### config.mk
export PLATFORM = sky130hd
export DESIGN_NAME = foc_top
export DESIGN_NICKNAME = d
export VERILOG_FILES = /design/src/foc_pkg.sv /design/src/foc_top.sv
export SDC_FILE = /design/constraint.sdc
export NUM_CORES = 1
export LEC_CHECK = 0
export ABC_AREA = 1
export BUFFER_PORTS_ARGS = -buffer_cell sky130_fd_sc_hd__buf_4
export CORE_MARGIN = 3
export CORE_UTILIZATION = 35
export DETAILED_ROUTE_END_ITERATION = 16
export MAX_ROUTING_LAYER = met4
export PLACE_DENSITY = 0.51
export SLEW_MARGIN = 20
export SYNTH_ARGS = -nofsm -noshare
export SYNTH_HDL_FRONTEND = slang
export SYNTH_SLANG_ARGS = --single-unit
### constraint.sdc
create_clock -name CLK_SYS_IN -period 3.75 [get_ports CLK_SYS_IN]
set_clock_uncertainty 0.1 [all_clocks]
set_input_delay 0.75 -clock CLK_SYS_IN [delete_from_list [all_inputs] [get_ports CLK_SYS_IN]]
set_output_delay 0.75 -clock CLK_SYS_IN [all_outputs]
set_load 0.03 [all_outputs]
### src/foc_pkg.sv
// package: register map, field layout, operation codes and timing for the flash operation control block
package foc_pkg;
    localparam int FOC_AW = 4;
    localparam int FOC_DW = 16;
    // register addresses
    localparam logic [3:0] FOC_ADDR_CTRL = 4'h0;
    localparam logic [3:0] FOC_ADDR_KEY = 4'h1;
    localparam logic [3:0] FOC_ADDR_STAT = 4'h2;
    localparam logic [3:0] FOC_ADDR_IEN = 4'h3;
    localparam logic [3:0] FOC_ADDR_ICLR = 4'h4;
    // control register fields
    localparam int FOC_BIT_START = 15;
    localparam int FOC_BIT_ENABLE = 14;
    localparam int FOC_BIT_FAULT = 13;
    localparam int FOC_BIT_ERASE = 6;
    localparam int FOC_OP_LSB = 0;
    localparam logic [15:0] FOC_CTRL_RESET = 16'h0000;
    // unlock keys
    localparam logic [7:0] FOC_KEY_FIRST = 8'h55;
    localparam logic [7:0] FOC_KEY_SECOND = 8'haa;
    // operation selector codes with erase mode set
    localparam logic [3:0] FOC_OP_BULK = 4'hf;
    localparam logic [3:0] FOC_OP_GENSEG = 4'hd;
    localparam logic [3:0] FOC_OP_SECSEG = 4'hc;
    localparam logic [3:0] FOC_OP_PAGE = 4'h2;
    localparam logic [3:0] FOC_OP_CFGBYTE = 4'h0;
    // operation selector codes with erase mode clear
    localparam logic [3:0] FOC_OP_WORD = 4'h3;
    localparam logic [3:0] FOC_OP_ROW = 4'h1;
    // interrupt status bits
    localparam int FOC_IRQ_DONE = 0;
    localparam int FOC_IRQ_FAULT = 1;
    localparam int FOC_IRQ_W = 2;
    // operation duration
    localparam int FOC_CLK_MHZ = 25;
    localparam int FOC_OP_TIME_US = 1500;
    localparam int FOC_OP_CYCLES = FOC_OP_TIME_US * FOC_CLK_MHZ;
    // register bus request
    typedef struct packed {
        logic wr;
        logic rd;
        logic [3:0] addr;
        logic [15:0] wdata;
    } foc_bus_t;
    typedef enum logic [2:0] {
        FOC_IDLE = 3'b001,
        FOC_ARMED = 3'b010,
        FOC_BUSY = 3'b100
    } foc_state_t;
endpackage

### src/foc_top.sv
// flash operation control: control register, key unlock, operation timer and interrupt
// Contract
// - erase mode, selector 1111: bulk erase
// - erase mode, selector 1101: general segment erase
// - erase mode, selector 0000: configuration byte erase
// - unimplemented selector codes never run
`timescale 1ns/1ps
`default_nettype none
module foc_top import foc_pkg::*; #(
    parameter int OP_CYCLES = FOC_OP_CYCLES
) (
    input wire logic CLK_SYS_IN,
    input wire logic RST_N_IN,
    input wire logic [3:0] ADDR_IN,
    input wire logic [15:0] WDATA_IN,
    input wire logic WR_IN,
    input wire logic RD_IN,
    output logic [15:0] RDATA_OUT,
    output logic BUSY_OUT,
    output logic [4:0] OP_OUT,
    output logic IRQ_OUT
);
    localparam logic [31:0] OP_LAST = 32'(OP_CYCLES - 1);

    // legal operation for the erase mode and selector
    function automatic logic op_valid(input logic erase, input logic [3:0] op);
        if (erase) begin
            op_valid = (op == FOC_OP_BULK) || (op == FOC_OP_GENSEG) || (op == FOC_OP_SECSEG) ||
                       (op == FOC_OP_PAGE) || (op == FOC_OP_CFGBYTE);
        end else begin
            op_valid = (op == FOC_OP_WORD) || (op == FOC_OP_ROW) || (op == FOC_OP_CFGBYTE);
        end
    endfunction

    // bus request gathered into one carrier
    foc_bus_t bus;
    assign bus = '{wr: WR_IN, rd: RD_IN, addr: ADDR_IN, wdata: WDATA_IN};

    foc_state_t state, next_state;
    logic start, next_start;
    logic enable, next_enable;
    logic fault, next_fault;
    logic erase, next_erase;
    logic [3:0] op, next_op;
    logic key_first, next_key_first;
    logic [31:0] cnt, next_cnt;
    logic [FOC_IRQ_W-1:0] ist, next_ist;
    logic [FOC_IRQ_W-1:0] ien, next_ien;
    logic [15:0] rdata, next_rdata;
    logic busy, next_busy;
    logic [4:0] op_o, next_op_o;
    logic irq, next_irq;
    logic [15:0] ctrl_view;
    logic wr_ctrl, wr_key, set_start, done, bad;

    // register view, write decode and completion strobe
    assign ctrl_view = {start, enable, fault, 6'h00, erase, 2'h0, op};
    assign wr_ctrl = bus.wr && (bus.addr == FOC_ADDR_CTRL);
    assign wr_key = bus.wr && (bus.addr == FOC_ADDR_KEY);
    assign set_start = wr_ctrl && bus.wdata[FOC_BIT_START] && !start;
    assign done = (state == FOC_BUSY) && (cnt == OP_LAST);

    // sequencer, key tracking and control fields
    always_comb begin
        next_state = state;
        next_start = start;
        next_enable = enable;
        next_fault = fault;
        next_erase = erase;
        next_op = op;
        next_key_first = key_first;
        next_cnt = cnt;
        bad = 1'b0;
        if (bus.wr) begin
            next_key_first = 1'b0; // any other write breaks the key pair
        end
        unique case (state)
            FOC_IDLE: begin
                if (wr_key && bus.wdata[7:0] == FOC_KEY_FIRST) begin
                    next_key_first = 1'b1;
                end else if (wr_key && key_first && bus.wdata[7:0] == FOC_KEY_SECOND) begin
                    next_state = FOC_ARMED;
                end
                if (wr_ctrl) begin
                    next_enable = bus.wdata[FOC_BIT_ENABLE];
                    next_erase = bus.wdata[FOC_BIT_ERASE];
                    next_op = bus.wdata[3:0];
                    if (!bus.wdata[FOC_BIT_FAULT]) begin
                        next_fault = 1'b0;
                    end
                    if (set_start) begin
                        bad = 1'b1; // start without unlock
                    end
                end
            end
            FOC_ARMED: begin
                if (wr_ctrl) begin
                    next_enable = bus.wdata[FOC_BIT_ENABLE];
                    next_erase = bus.wdata[FOC_BIT_ERASE];
                    next_op = bus.wdata[3:0];
                    next_state = FOC_IDLE; // unlock is used up by any control write
                    if (set_start) begin
                        if (bus.wdata[FOC_BIT_ENABLE] &&
                            op_valid(bus.wdata[FOC_BIT_ERASE], bus.wdata[3:0])) begin
                            next_start = 1'b1;
                            next_cnt = 32'h0;
                            next_state = FOC_BUSY;
                        end else begin
                            bad = 1'b1;
                        end
                    end
                end else if (bus.wr) begin
                    next_state = FOC_IDLE;
                end
            end
            FOC_BUSY: begin
                // control writes are ignored while the operation runs, except one that clears the enable bit, which aborts it
                if (wr_ctrl && !bus.wdata[FOC_BIT_ENABLE]) begin
                    next_enable = 1'b0;
                    next_start = 1'b0;
                    next_state = FOC_IDLE;
                    bad = 1'b1; // early termination
                end else if (done) begin
                    next_start = 1'b0;
                    next_fault = 1'b0;
                    next_state = FOC_IDLE;
                end else begin
                    next_cnt = cnt + 32'h1;
                end
            end
            default: begin
                next_state = FOC_IDLE;
            end
        endcase
        if (bad) begin
            next_fault = 1'b1;
            next_start = 1'b0;
        end
    end

    always_ff @(posedge CLK_SYS_IN or negedge RST_N_IN) begin
        if (!RST_N_IN) begin
            state <= FOC_IDLE;
            start <= 1'b0;
            enable <= 1'b0;
            fault <= 1'b0;
            erase <= 1'b0;
            op <= 4'h0;
            key_first <= 1'b0;
            cnt <= 32'h0;
        end else begin
            state <= next_state;
            start <= next_start;
            enable <= next_enable;
            fault <= next_fault;
            erase <= next_erase;
            op <= next_op;
            key_first <= next_key_first;
            cnt <= next_cnt;
        end
    end

    // interrupt status, enable, read data and outputs
    always_comb begin
        next_ist = ist;
        next_ien = ien;
        if (bus.wr && bus.addr == FOC_ADDR_ICLR) begin
            next_ist = ist & ~bus.wdata[FOC_IRQ_W-1:0];
        end
        if (bus.wr && bus.addr == FOC_ADDR_IEN) begin
            next_ien = bus.wdata[FOC_IRQ_W-1:0];
        end
        if (done && !(wr_ctrl && !bus.wdata[FOC_BIT_ENABLE])) begin
            next_ist[FOC_IRQ_DONE] = 1'b1; // set wins over clear
        end
        if (bad) begin
            next_ist[FOC_IRQ_FAULT] = 1'b1;
        end
        next_rdata = 16'h0000;
        if (bus.rd) begin
            unique case (bus.addr)
                FOC_ADDR_CTRL: next_rdata = ctrl_view;
                FOC_ADDR_STAT: next_rdata = {14'h0000, ist};
                FOC_ADDR_IEN: next_rdata = {14'h0000, ien};
                default: next_rdata = 16'h0000;
            endcase
        end
        next_busy = next_start;
        next_op_o = {next_erase, next_op};
        next_irq = |(next_ist & next_ien);
    end

    always_ff @(posedge CLK_SYS_IN or negedge RST_N_IN) begin
        if (!RST_N_IN) begin
            ist <= '0;
            ien <= '0;
            rdata <= 16'h0000;
            busy <= 1'b0;
            op_o <= 5'h00;
            irq <= 1'b0;
        end else begin
            ist <= next_ist;
            ien <= next_ien;
            rdata <= next_rdata;
            busy <= next_busy;
            op_o <= next_op_o;
            irq <= next_irq;
        end
    end

    // outputs come straight from their flip-flops
    assign RDATA_OUT = rdata;
    assign BUSY_OUT = busy;
    assign OP_OUT = op_o;
    assign IRQ_OUT = irq;

    // reference count of the cycles that the start bit stays high, kept apart from the sequencer counter
    logic [31:0] run_len, next_run_len;
    always_comb begin
        next_run_len = 32'h0;
        if (start) begin
            next_run_len = run_len + 32'h1;
        end
    end

    // the reference count is only read by the run length check
    always_ff @(posedge CLK_SYS_IN or negedge RST_N_IN) begin
        if (!RST_N_IN) begin
            run_len <= 32'h0;
        end else begin
            run_len <= next_run_len;
        end
    end

    // checks
    a_start_needs_unlock: assert property (@(posedge CLK_SYS_IN) disable iff (!RST_N_IN)
        $rose(start) |-> $past(state) == FOC_ARMED) else $error("start set without unlock");
    a_bad_op_rejected: assert property (@(posedge CLK_SYS_IN) disable iff (!RST_N_IN)
        $rose(start) |-> op_valid(erase, op)) else $error("unimplemented operation started");
    a_start_clears: assert property (@(posedge CLK_SYS_IN) disable iff (!RST_N_IN)
        done |=> !start && state == FOC_IDLE) else $error("start not cleared at completion");
    a_fault_on_success: assert property (@(posedge CLK_SYS_IN) disable iff (!RST_N_IN)
        done && !bad |=> !fault) else $error("fault not cleared on success");
    a_fault_on_bad: assert property (@(posedge CLK_SYS_IN) disable iff (!RST_N_IN)
        bad |=> fault && !start) else $error("fault not set on improper sequence");
    a_bulk_runs: assert property (@(posedge CLK_SYS_IN) disable iff (!RST_N_IN)
        state == FOC_ARMED && set_start && bus.wdata[FOC_BIT_ENABLE] && bus.wdata[FOC_BIT_ERASE]
        && bus.wdata[3:0] == FOC_OP_BULK |=> start) else $error("bulk erase not started");
    a_genseg_runs: assert property (@(posedge CLK_SYS_IN) disable iff (!RST_N_IN)
        state == FOC_ARMED && set_start && bus.wdata[FOC_BIT_ENABLE] && bus.wdata[FOC_BIT_ERASE]
        && bus.wdata[3:0] == FOC_OP_GENSEG |=> start) else $error("segment erase not started");
    a_cfg_runs: assert property (@(posedge CLK_SYS_IN) disable iff (!RST_N_IN)
        state == FOC_ARMED && set_start && bus.wdata[FOC_BIT_ENABLE] && bus.wdata[FOC_BIT_ERASE]
        && bus.wdata[3:0] == FOC_OP_CFGBYTE |=> start) else $error("config erase not started");
    a_busy_follows: assert property (@(posedge CLK_SYS_IN) disable iff (!RST_N_IN)
        BUSY_OUT == start) else $error("busy output wrong");
    c_page_erase: cover property (@(posedge CLK_SYS_IN) disable iff (!RST_N_IN)
        $rose(start) && erase && op == FOC_OP_PAGE);
    c_row_prog: cover property (@(posedge CLK_SYS_IN) disable iff (!RST_N_IN)
        $rose(start) && !erase && op == FOC_OP_ROW);
    c_done: cover property (@(posedge CLK_SYS_IN) disable iff (!RST_N_IN) done);
    c_fault: cover property (@(posedge CLK_SYS_IN) disable iff (!RST_N_IN) bad);
    c_abort: cover property (@(posedge CLK_SYS_IN) disable iff (!RST_N_IN) state == FOC_BUSY && bad);

    // an unlock is spent by the next write, and a control write during a run aborts it only when it clears the enable bit
    a_armed_spent: assert property (@(posedge CLK_SYS_IN) disable iff (!RST_N_IN)
        state == FOC_ARMED && bus.wr |=> state != FOC_ARMED) else $error("unlock not spent by a write");
    a_ctrl_ignored: assert property (@(posedge CLK_SYS_IN) disable iff (!RST_N_IN)
        state == FOC_BUSY && wr_ctrl && bus.wdata[FOC_BIT_ENABLE] && !done
        |=> start && state == FOC_BUSY) else $error("control write disturbed a running operation");

    // refused starts leave the sequencer idle with the fault flag up
    a_unimpl_refused: assert property (@(posedge CLK_SYS_IN) disable iff (!RST_N_IN)
        state == FOC_ARMED && set_start && !op_valid(bus.wdata[FOC_BIT_ERASE], bus.wdata[3:0])
        |=> !start && fault && state == FOC_IDLE) else $error("unimplemented operation not refused");
    a_locked_refused: assert property (@(posedge CLK_SYS_IN) disable iff (!RST_N_IN)
        state == FOC_IDLE && set_start |=> !start && fault) else $error("locked start not refused");

    // a running operation holds its selection and its count stays in range
    a_op_held: assert property (@(posedge CLK_SYS_IN) disable iff (!RST_N_IN)
        state == FOC_BUSY |=> $stable(op) && $stable(erase)) else $error("selection changed while running");
    a_count_bound: assert property (@(posedge CLK_SYS_IN) disable iff (!RST_N_IN)
        state == FOC_BUSY |-> cnt <= OP_LAST) else $error("operation counter out of range");
    a_busy_running: assert property (@(posedge CLK_SYS_IN) disable iff (!RST_N_IN)
        BUSY_OUT == (state == FOC_BUSY)) else $error("busy output disagrees with sequencer");

    // an operation that ends normally has run for exactly the programmed number of cycles
    a_run_length: assert property (@(posedge CLK_SYS_IN) disable iff (!RST_N_IN)
        $fell(start) && !fault |-> run_len == 32'(OP_CYCLES)) else $error("operation length wrong");

    // completion and refusal are reported in the sticky status
    a_done_status: assert property (@(posedge CLK_SYS_IN) disable iff (!RST_N_IN)
        done && !bad |=> ist[FOC_IRQ_DONE]) else $error("done status not set");
    a_fault_status: assert property (@(posedge CLK_SYS_IN) disable iff (!RST_N_IN)
        bad |=> ist[FOC_IRQ_FAULT]) else $error("fault status not set");
    a_irq_level: assert property (@(posedge CLK_SYS_IN) disable iff (!RST_N_IN)
        IRQ_OUT == |(ist & ien)) else $error("interrupt level wrong");

    // read data stand only in the cycle after a read strobe
    a_rdata_quiet: assert property (@(posedge CLK_SYS_IN) disable iff (!RST_N_IN)
        !RD_IN |=> RDATA_OUT == 16'h0000) else $error("read data outside a read cycle");
endmodule
`default_nettype wire
; ---- Yosys cells after proc, flatten, opt, wreduce, memory -nomap -nowiden
; Cells that the tools add are included.
[totals]
input_bits = 24
out_inout_bits = 23
reg_bits = 70
elab_cells = 141
[op_classes]
n_reduce_logical = 35
muxes = 54
n_addsub = 1
bitwise_logic = 3
eq_ne = 35
[ops]
columns = op, n
row1 = $mux W32, 5
row2 = $pmux W32 S2, 1
row3 = $pmux W16 S3, 1
row4 = $add A32 B1 Y32 const B, 1
row5 = $eq A32 B16 Y1 const B, 1
row6 = $mux W1, 29
row7 = $mux W3, 8
row8 = $ne A3 B3 Y1 const B, 8
row9 = $eq A4 B2 Y1 const B, 4
row10 = $mux W16, 1
row11 = $ne A2 B2 Y1 const B, 7
row12 = $logic_and A1 B1 Y1, 13
row13 = $eq A4 B4 Y1 const B, 3
row14 = $reduce_and A5 Y1, 2
row15 = $pmux W3 S3, 1
row16 = $eq A4 B1 Y1 const B, 2
row17 = $eq A8 B7 Y1 const B, 1
row18 = $eq A8 B8 Y1 const B, 1
row19 = $logic_not A4 Y1, 2
row20 = $mux W4, 2
row21 = $logic_or A1 B1 Y1, 6
row22 = $pmux W1 S2, 3
row23 = $reduce_and A6 Y1, 1
row24 = $reduce_bool A3 Y1, 2
row25 = 16 further kinds, 23

; ---- Depth between registers and ports, before layout
[logic_depth]
depth_word = 17
ltp_mapped = 12
depth_no_buf = 12

; ---- Worst setup path after synthesis
; Ideal clock, no wire load.
[synth_timing]
kind = input port to flip-flop
from = in ADDR_IN[3]
to = reg cnt[13]
t_required_ns = 3.530
arrival_ns = 1.656
path_slack_ns = 1.874
stages = 9
path_buffers = 1
setup_ns = 0.120
cell_sequence = nor2_4 nand3_2 nor2_2 nor2_4 nand2_8 nand2_4 buf_6 nand2_1 o21ai_2
[synth_via]
elab_chain_cells = 6
word_cells_on_any_way = 9
classes_between = 3 x eq/ne / 6 x reduce/logical
[synth_lines]
columns = element, line
row1 = from (decl), foc_top.sv:14  ; input wire logic [3:0] ADDR_IN,
row2 = $logic_not A4 Y1 (*), foc_top.sv:58  ; assign wr_ctrl = bus.wr && (bus.addr == FOC_ADDR_CTRL);
row3 = $logic_and A1 B1 Y1 (*), foc_top.sv:58
row4 = $logic_and A1 B1 Y1 (2 in a row), foc_top.sv:60  ; assign set_start = wr_ctrl && bus.wdata[FOC_BIT_START] && !start;
row5 = $ne A2 B2 Y1 (no line), --
row6 = $reduce_and A6 Y1 (no line) (*), --
row7 = to (signal assigned), foc_top.sv:159  ; cnt <= next_cnt;
row8 = to (decl), foc_top.sv:46  ; logic [31:0] cnt, next_cnt;
; Every way passes the cells marked *; elsewhere a longest branch is shown, timed or not.
; A chain may end at the register's enable or synchronous reset.

; ---- Worst setup path in the final report
[layout_timing]
from = reg state[1]
to = reg irq, in the netlist IRQ_OUT
[layout_via]
elab_chain_cells = 6
word_cells_on_any_way = 10
classes_between = 3 x eq/ne / 3 x mux / 1 x bitwise / 3 x reduce/logical
[layout_lines]
columns = element, line
row1 = from (decl), foc_top.sv:39  ; foc_state_t state, next_state;
row2 = from (signal assigned), foc_top.sv:152  ; state <= next_state;
row3 = $eq A3 B3 Y1, foc_top.sv:61  ; assign done = (state == FOC_BUSY) && (cnt == OP_LAST);
row4 = $logic_and A1 B1 Y1, foc_top.sv:61
row5 = $logic_and A1 B1 Y1, foc_top.sv:173  ; if (done && !(wr_ctrl && !bus.wdata[FOC_BIT_ENABLE])) begin
row6 = $mux W1, foc_top.sv:173
row7 = named net next_ist[0], foc_top.sv:47  ; logic [FOC_IRQ_W-1:0] ist, next_ist;
row8 = $and A2 B2 Y2, foc_top.sv:190  ; next_irq = |(next_ist & next_ien);
row9 = $reduce_or A2 Y1, foc_top.sv:190
row10 = named net next_irq, foc_top.sv:52  ; logic irq, next_irq;
row11 = to (signal assigned), foc_top.sv:207  ; irq <= next_irq;
row12 = to (decl), foc_top.sv:52
; The timed path passes the listed nets, and every way through them passes these cells.

==> run summary <==
largest net degree at the start of global routing - 58
core area - 0.0100 mm2
die height - 109 um
crit path max fanout - 23
ant diodes - 0
I/O Buffers - 33
syn avg cell area - 6.94 um2
CP arrival - 2.74 ns
Area Overhead vs Synth - 14.6%
Iteration-0 DRC Markers - 198
crit path max-delay cell type - inv_1
r2r endpoint - IRQ_OUT
worst hold path class - in2async
Gate Count Post-Synth - 533
TritonCTS buffer count - 9
die width - 109 um
total congestion overflow - 0
IO Count - 47
most common cell after layout, fill and taps aside - nand2_1
GP Congestion - 0.909
Row Count - 36
slew margin rel. - 39.8%
delay-heaviest family, CP - buffers and inverters
r2r setup slk - 1.20 ns
Crit. Startpoint - state[1]
final antenna-violating net count - 0
Initial Util - 36.8%
power per cell area - 418 mW/mm2
multi-input combinational cell area - 0.00191 mm2
CP Capture Type - flip-flop
Max rail drop VDD - 0.371 mV
worst reg-to-reg path cell count - 7
max-cap violation count - 0
worst-margin pin slew - 0.903 ns
Final Setup Violations - 0
min setup slack post-route - 1.20 ns
first drt pass iteration count - 5
Root Driver - clkbuf_8
kind of critical path - reg2reg
vias per cell - 4.90
wire per inst - 14.3 um
CTS Buffer Depth - 2
Cell Chain, Critical Path - inv_1 -> nand3_1 -> inv_1 -> nand3_1 -> o21ai_0 -> nand2_1 -> nand2_1
H-tree Lvls - 3
GRT Total Usage - 18.8%
Synth cell types - 35
Post-Syn Area - 0.00370 mm2
RSZ-0062 raised after global routing - false
leak pwr - 2.13 nW
Critical Path Source Type - flip-flop
dpl cells - 686
YS warnings - 0
CTS Hold Buffers Added - 0
fmax - 393 MHz
post-synthesis sequential area ratio - 38.6%
top post-synthesis cells by area - dfrtp_1 (38%), nand2_1 (17%), nor2_1 (7.1%)
min Tclk post-route - 2.55 ns
Final Hold Fails - 0
register area - 0.00143 mm2
clk sinks - 57
CTS tree - yes
max incr delay on CP - 0.90 ns
flops & latches, synth - 57
Post-DP HPWL - 7270 um
start of the worst register-to-register path - state[1]
Vias - 3,441
clock-pin slew on the worst setup and hold paths - 0.07 ns
antenna violations before repair - 0
top-area cell type share of the netlist area - 37.9%
fin cells - 702
crit path buf inv count - 2
TNS Setup - 0 ns
pre-CTS WS - 1.10 ns
post-CTS setup buffers - 0
Required @ worst endpoint - 3.94 ns
hold slack - 0.369 ns
most frequent cells in the layout - nand2_1 (165), nor2_1 (70), dfrtp_1 (56), inv_1 (54), nand3_1 (50)
first-pass GRT wire length - 16,600 um
FILL cells - 1,060
Slew Limit Fails - 0
vias in the first global route - 3,219
die area - 0.0118 mm2
Tcrit/Tclk final - 67.9%
layout cell share with drive strength beyond 1 - 16.5%
clk_lat worst skew - 0.35 ns
status - complete, no violations
post-cts sizing count - 0
WL final - 10,000 um
Post-route DRC - 0
Yosys top cell by area - dfrtp_1
layout net count - 589
==> how the worst max path moves through the flow <==
| stage | cells past startpoint | endpoint |
|---|---|---|
| floorplan | 9 | cnt[13] |
| global placement | 9 | cnt[2] |
| detailed placement | 9 | cnt[2] |
| CTS | 7 | IRQ_OUT |
| global route | 7 | IRQ_OUT |
| finish | 7 | IRQ_OUT |
==> final cells by class <==
| class | count | share of cell area, % |
|---|---|---|
| clock inverter | 5 | 2.42 |
| inverter | 63 | 5.58 |
| sequential | 57 | 33.7 |
| timing repair buffer | 34 | 6.02 |
| tap | 133 | 3.92 |
| multi-input combinational | 399 | 45.1 |
| clock buffer | 11 | 3.33 |
==> sequential cells by signal, summed over array words and instances (netlist names) <==
signal     count
OP_OUT         4
state          3
fault          1
enable         1
key_first      1
RDATA_OUT      8
ien            2
erase          1
cnt           32
ist            2
BUSY_OUT       1
IRQ_OUT        1
==> through the flow <==
step                power, mW  utilization, %  instance area [um2]
global route             1.87            42.2                 4240
CTS                      1.79            42.2                 4240
detailed placement       1.06            39.8                 4000
floorplan               0.951               -                 3730
global placement         1.06            39.8                 4000
finish                   1.77            42.2                 4240
==> report_power, final <==
| group | switching, mW | internal [mW] |
|---|---|---|
| clock | 0.263 | 0.459 |
| sequential | 0.0416 | 0.681 |
| combinational | 0.214 | 0.112 |
==> synth_stat cells <==
library cell,count
nand2_8,1
conb_1,1
o22ai_1,1
nand2_1,165
nand4_1,29
nand2_4,2
o21ai_2,9
nor4_1,1
xor2_1,7
or2_2,3
clkbuf_1,2
a31oi_1,1
nand3_2,6
nand2_2,2
buf_4,11
xnor2_1,1
a21oi_2,1
inv_1,54
o21ai_0,15
nor2_4,4
a21boi_0,1
buf_2,2
nor2_2,7
nor3_1,9
dfstp_2,1
nor2_1,70
inv_2,9
nor3b_1,1
nand3_1,50
buf_6,4
ha_1,1
buf_1,2
o21ai_1,1
a21oi_1,3
dfrtp_1,56
==> routing by layer <==
metal | share of wire, % | global-route usage, % | up-vias
met2 | 43 | 27.0 | 96
met5 | 0 | - | -
met4 | 1.0 | 5.05 | 0
li1 | - | - | 1754
met1 | 50 | 26.5 | 1581
met3 | 5.8 | 4.44 | 10
==> logic make-up (layout without fill, tap and decap cells) <==
group                    Yosys count  count (layout)  share of synthesized area [%]
flip-flops                        57              57                           38.6
other                              1               8                          0.101
adder cells (fa/ha/maj)            1               1                          0.338
AND/OR/NAND/NOR                  350             350                           43.1
buffers and inverters             84             113                           10.5
AO/OA/AOI/OAI                     32              32                           5.48
XOR/XNOR                           8               8                           1.89
No activity file was read; power rests on OpenSTA's default activity.
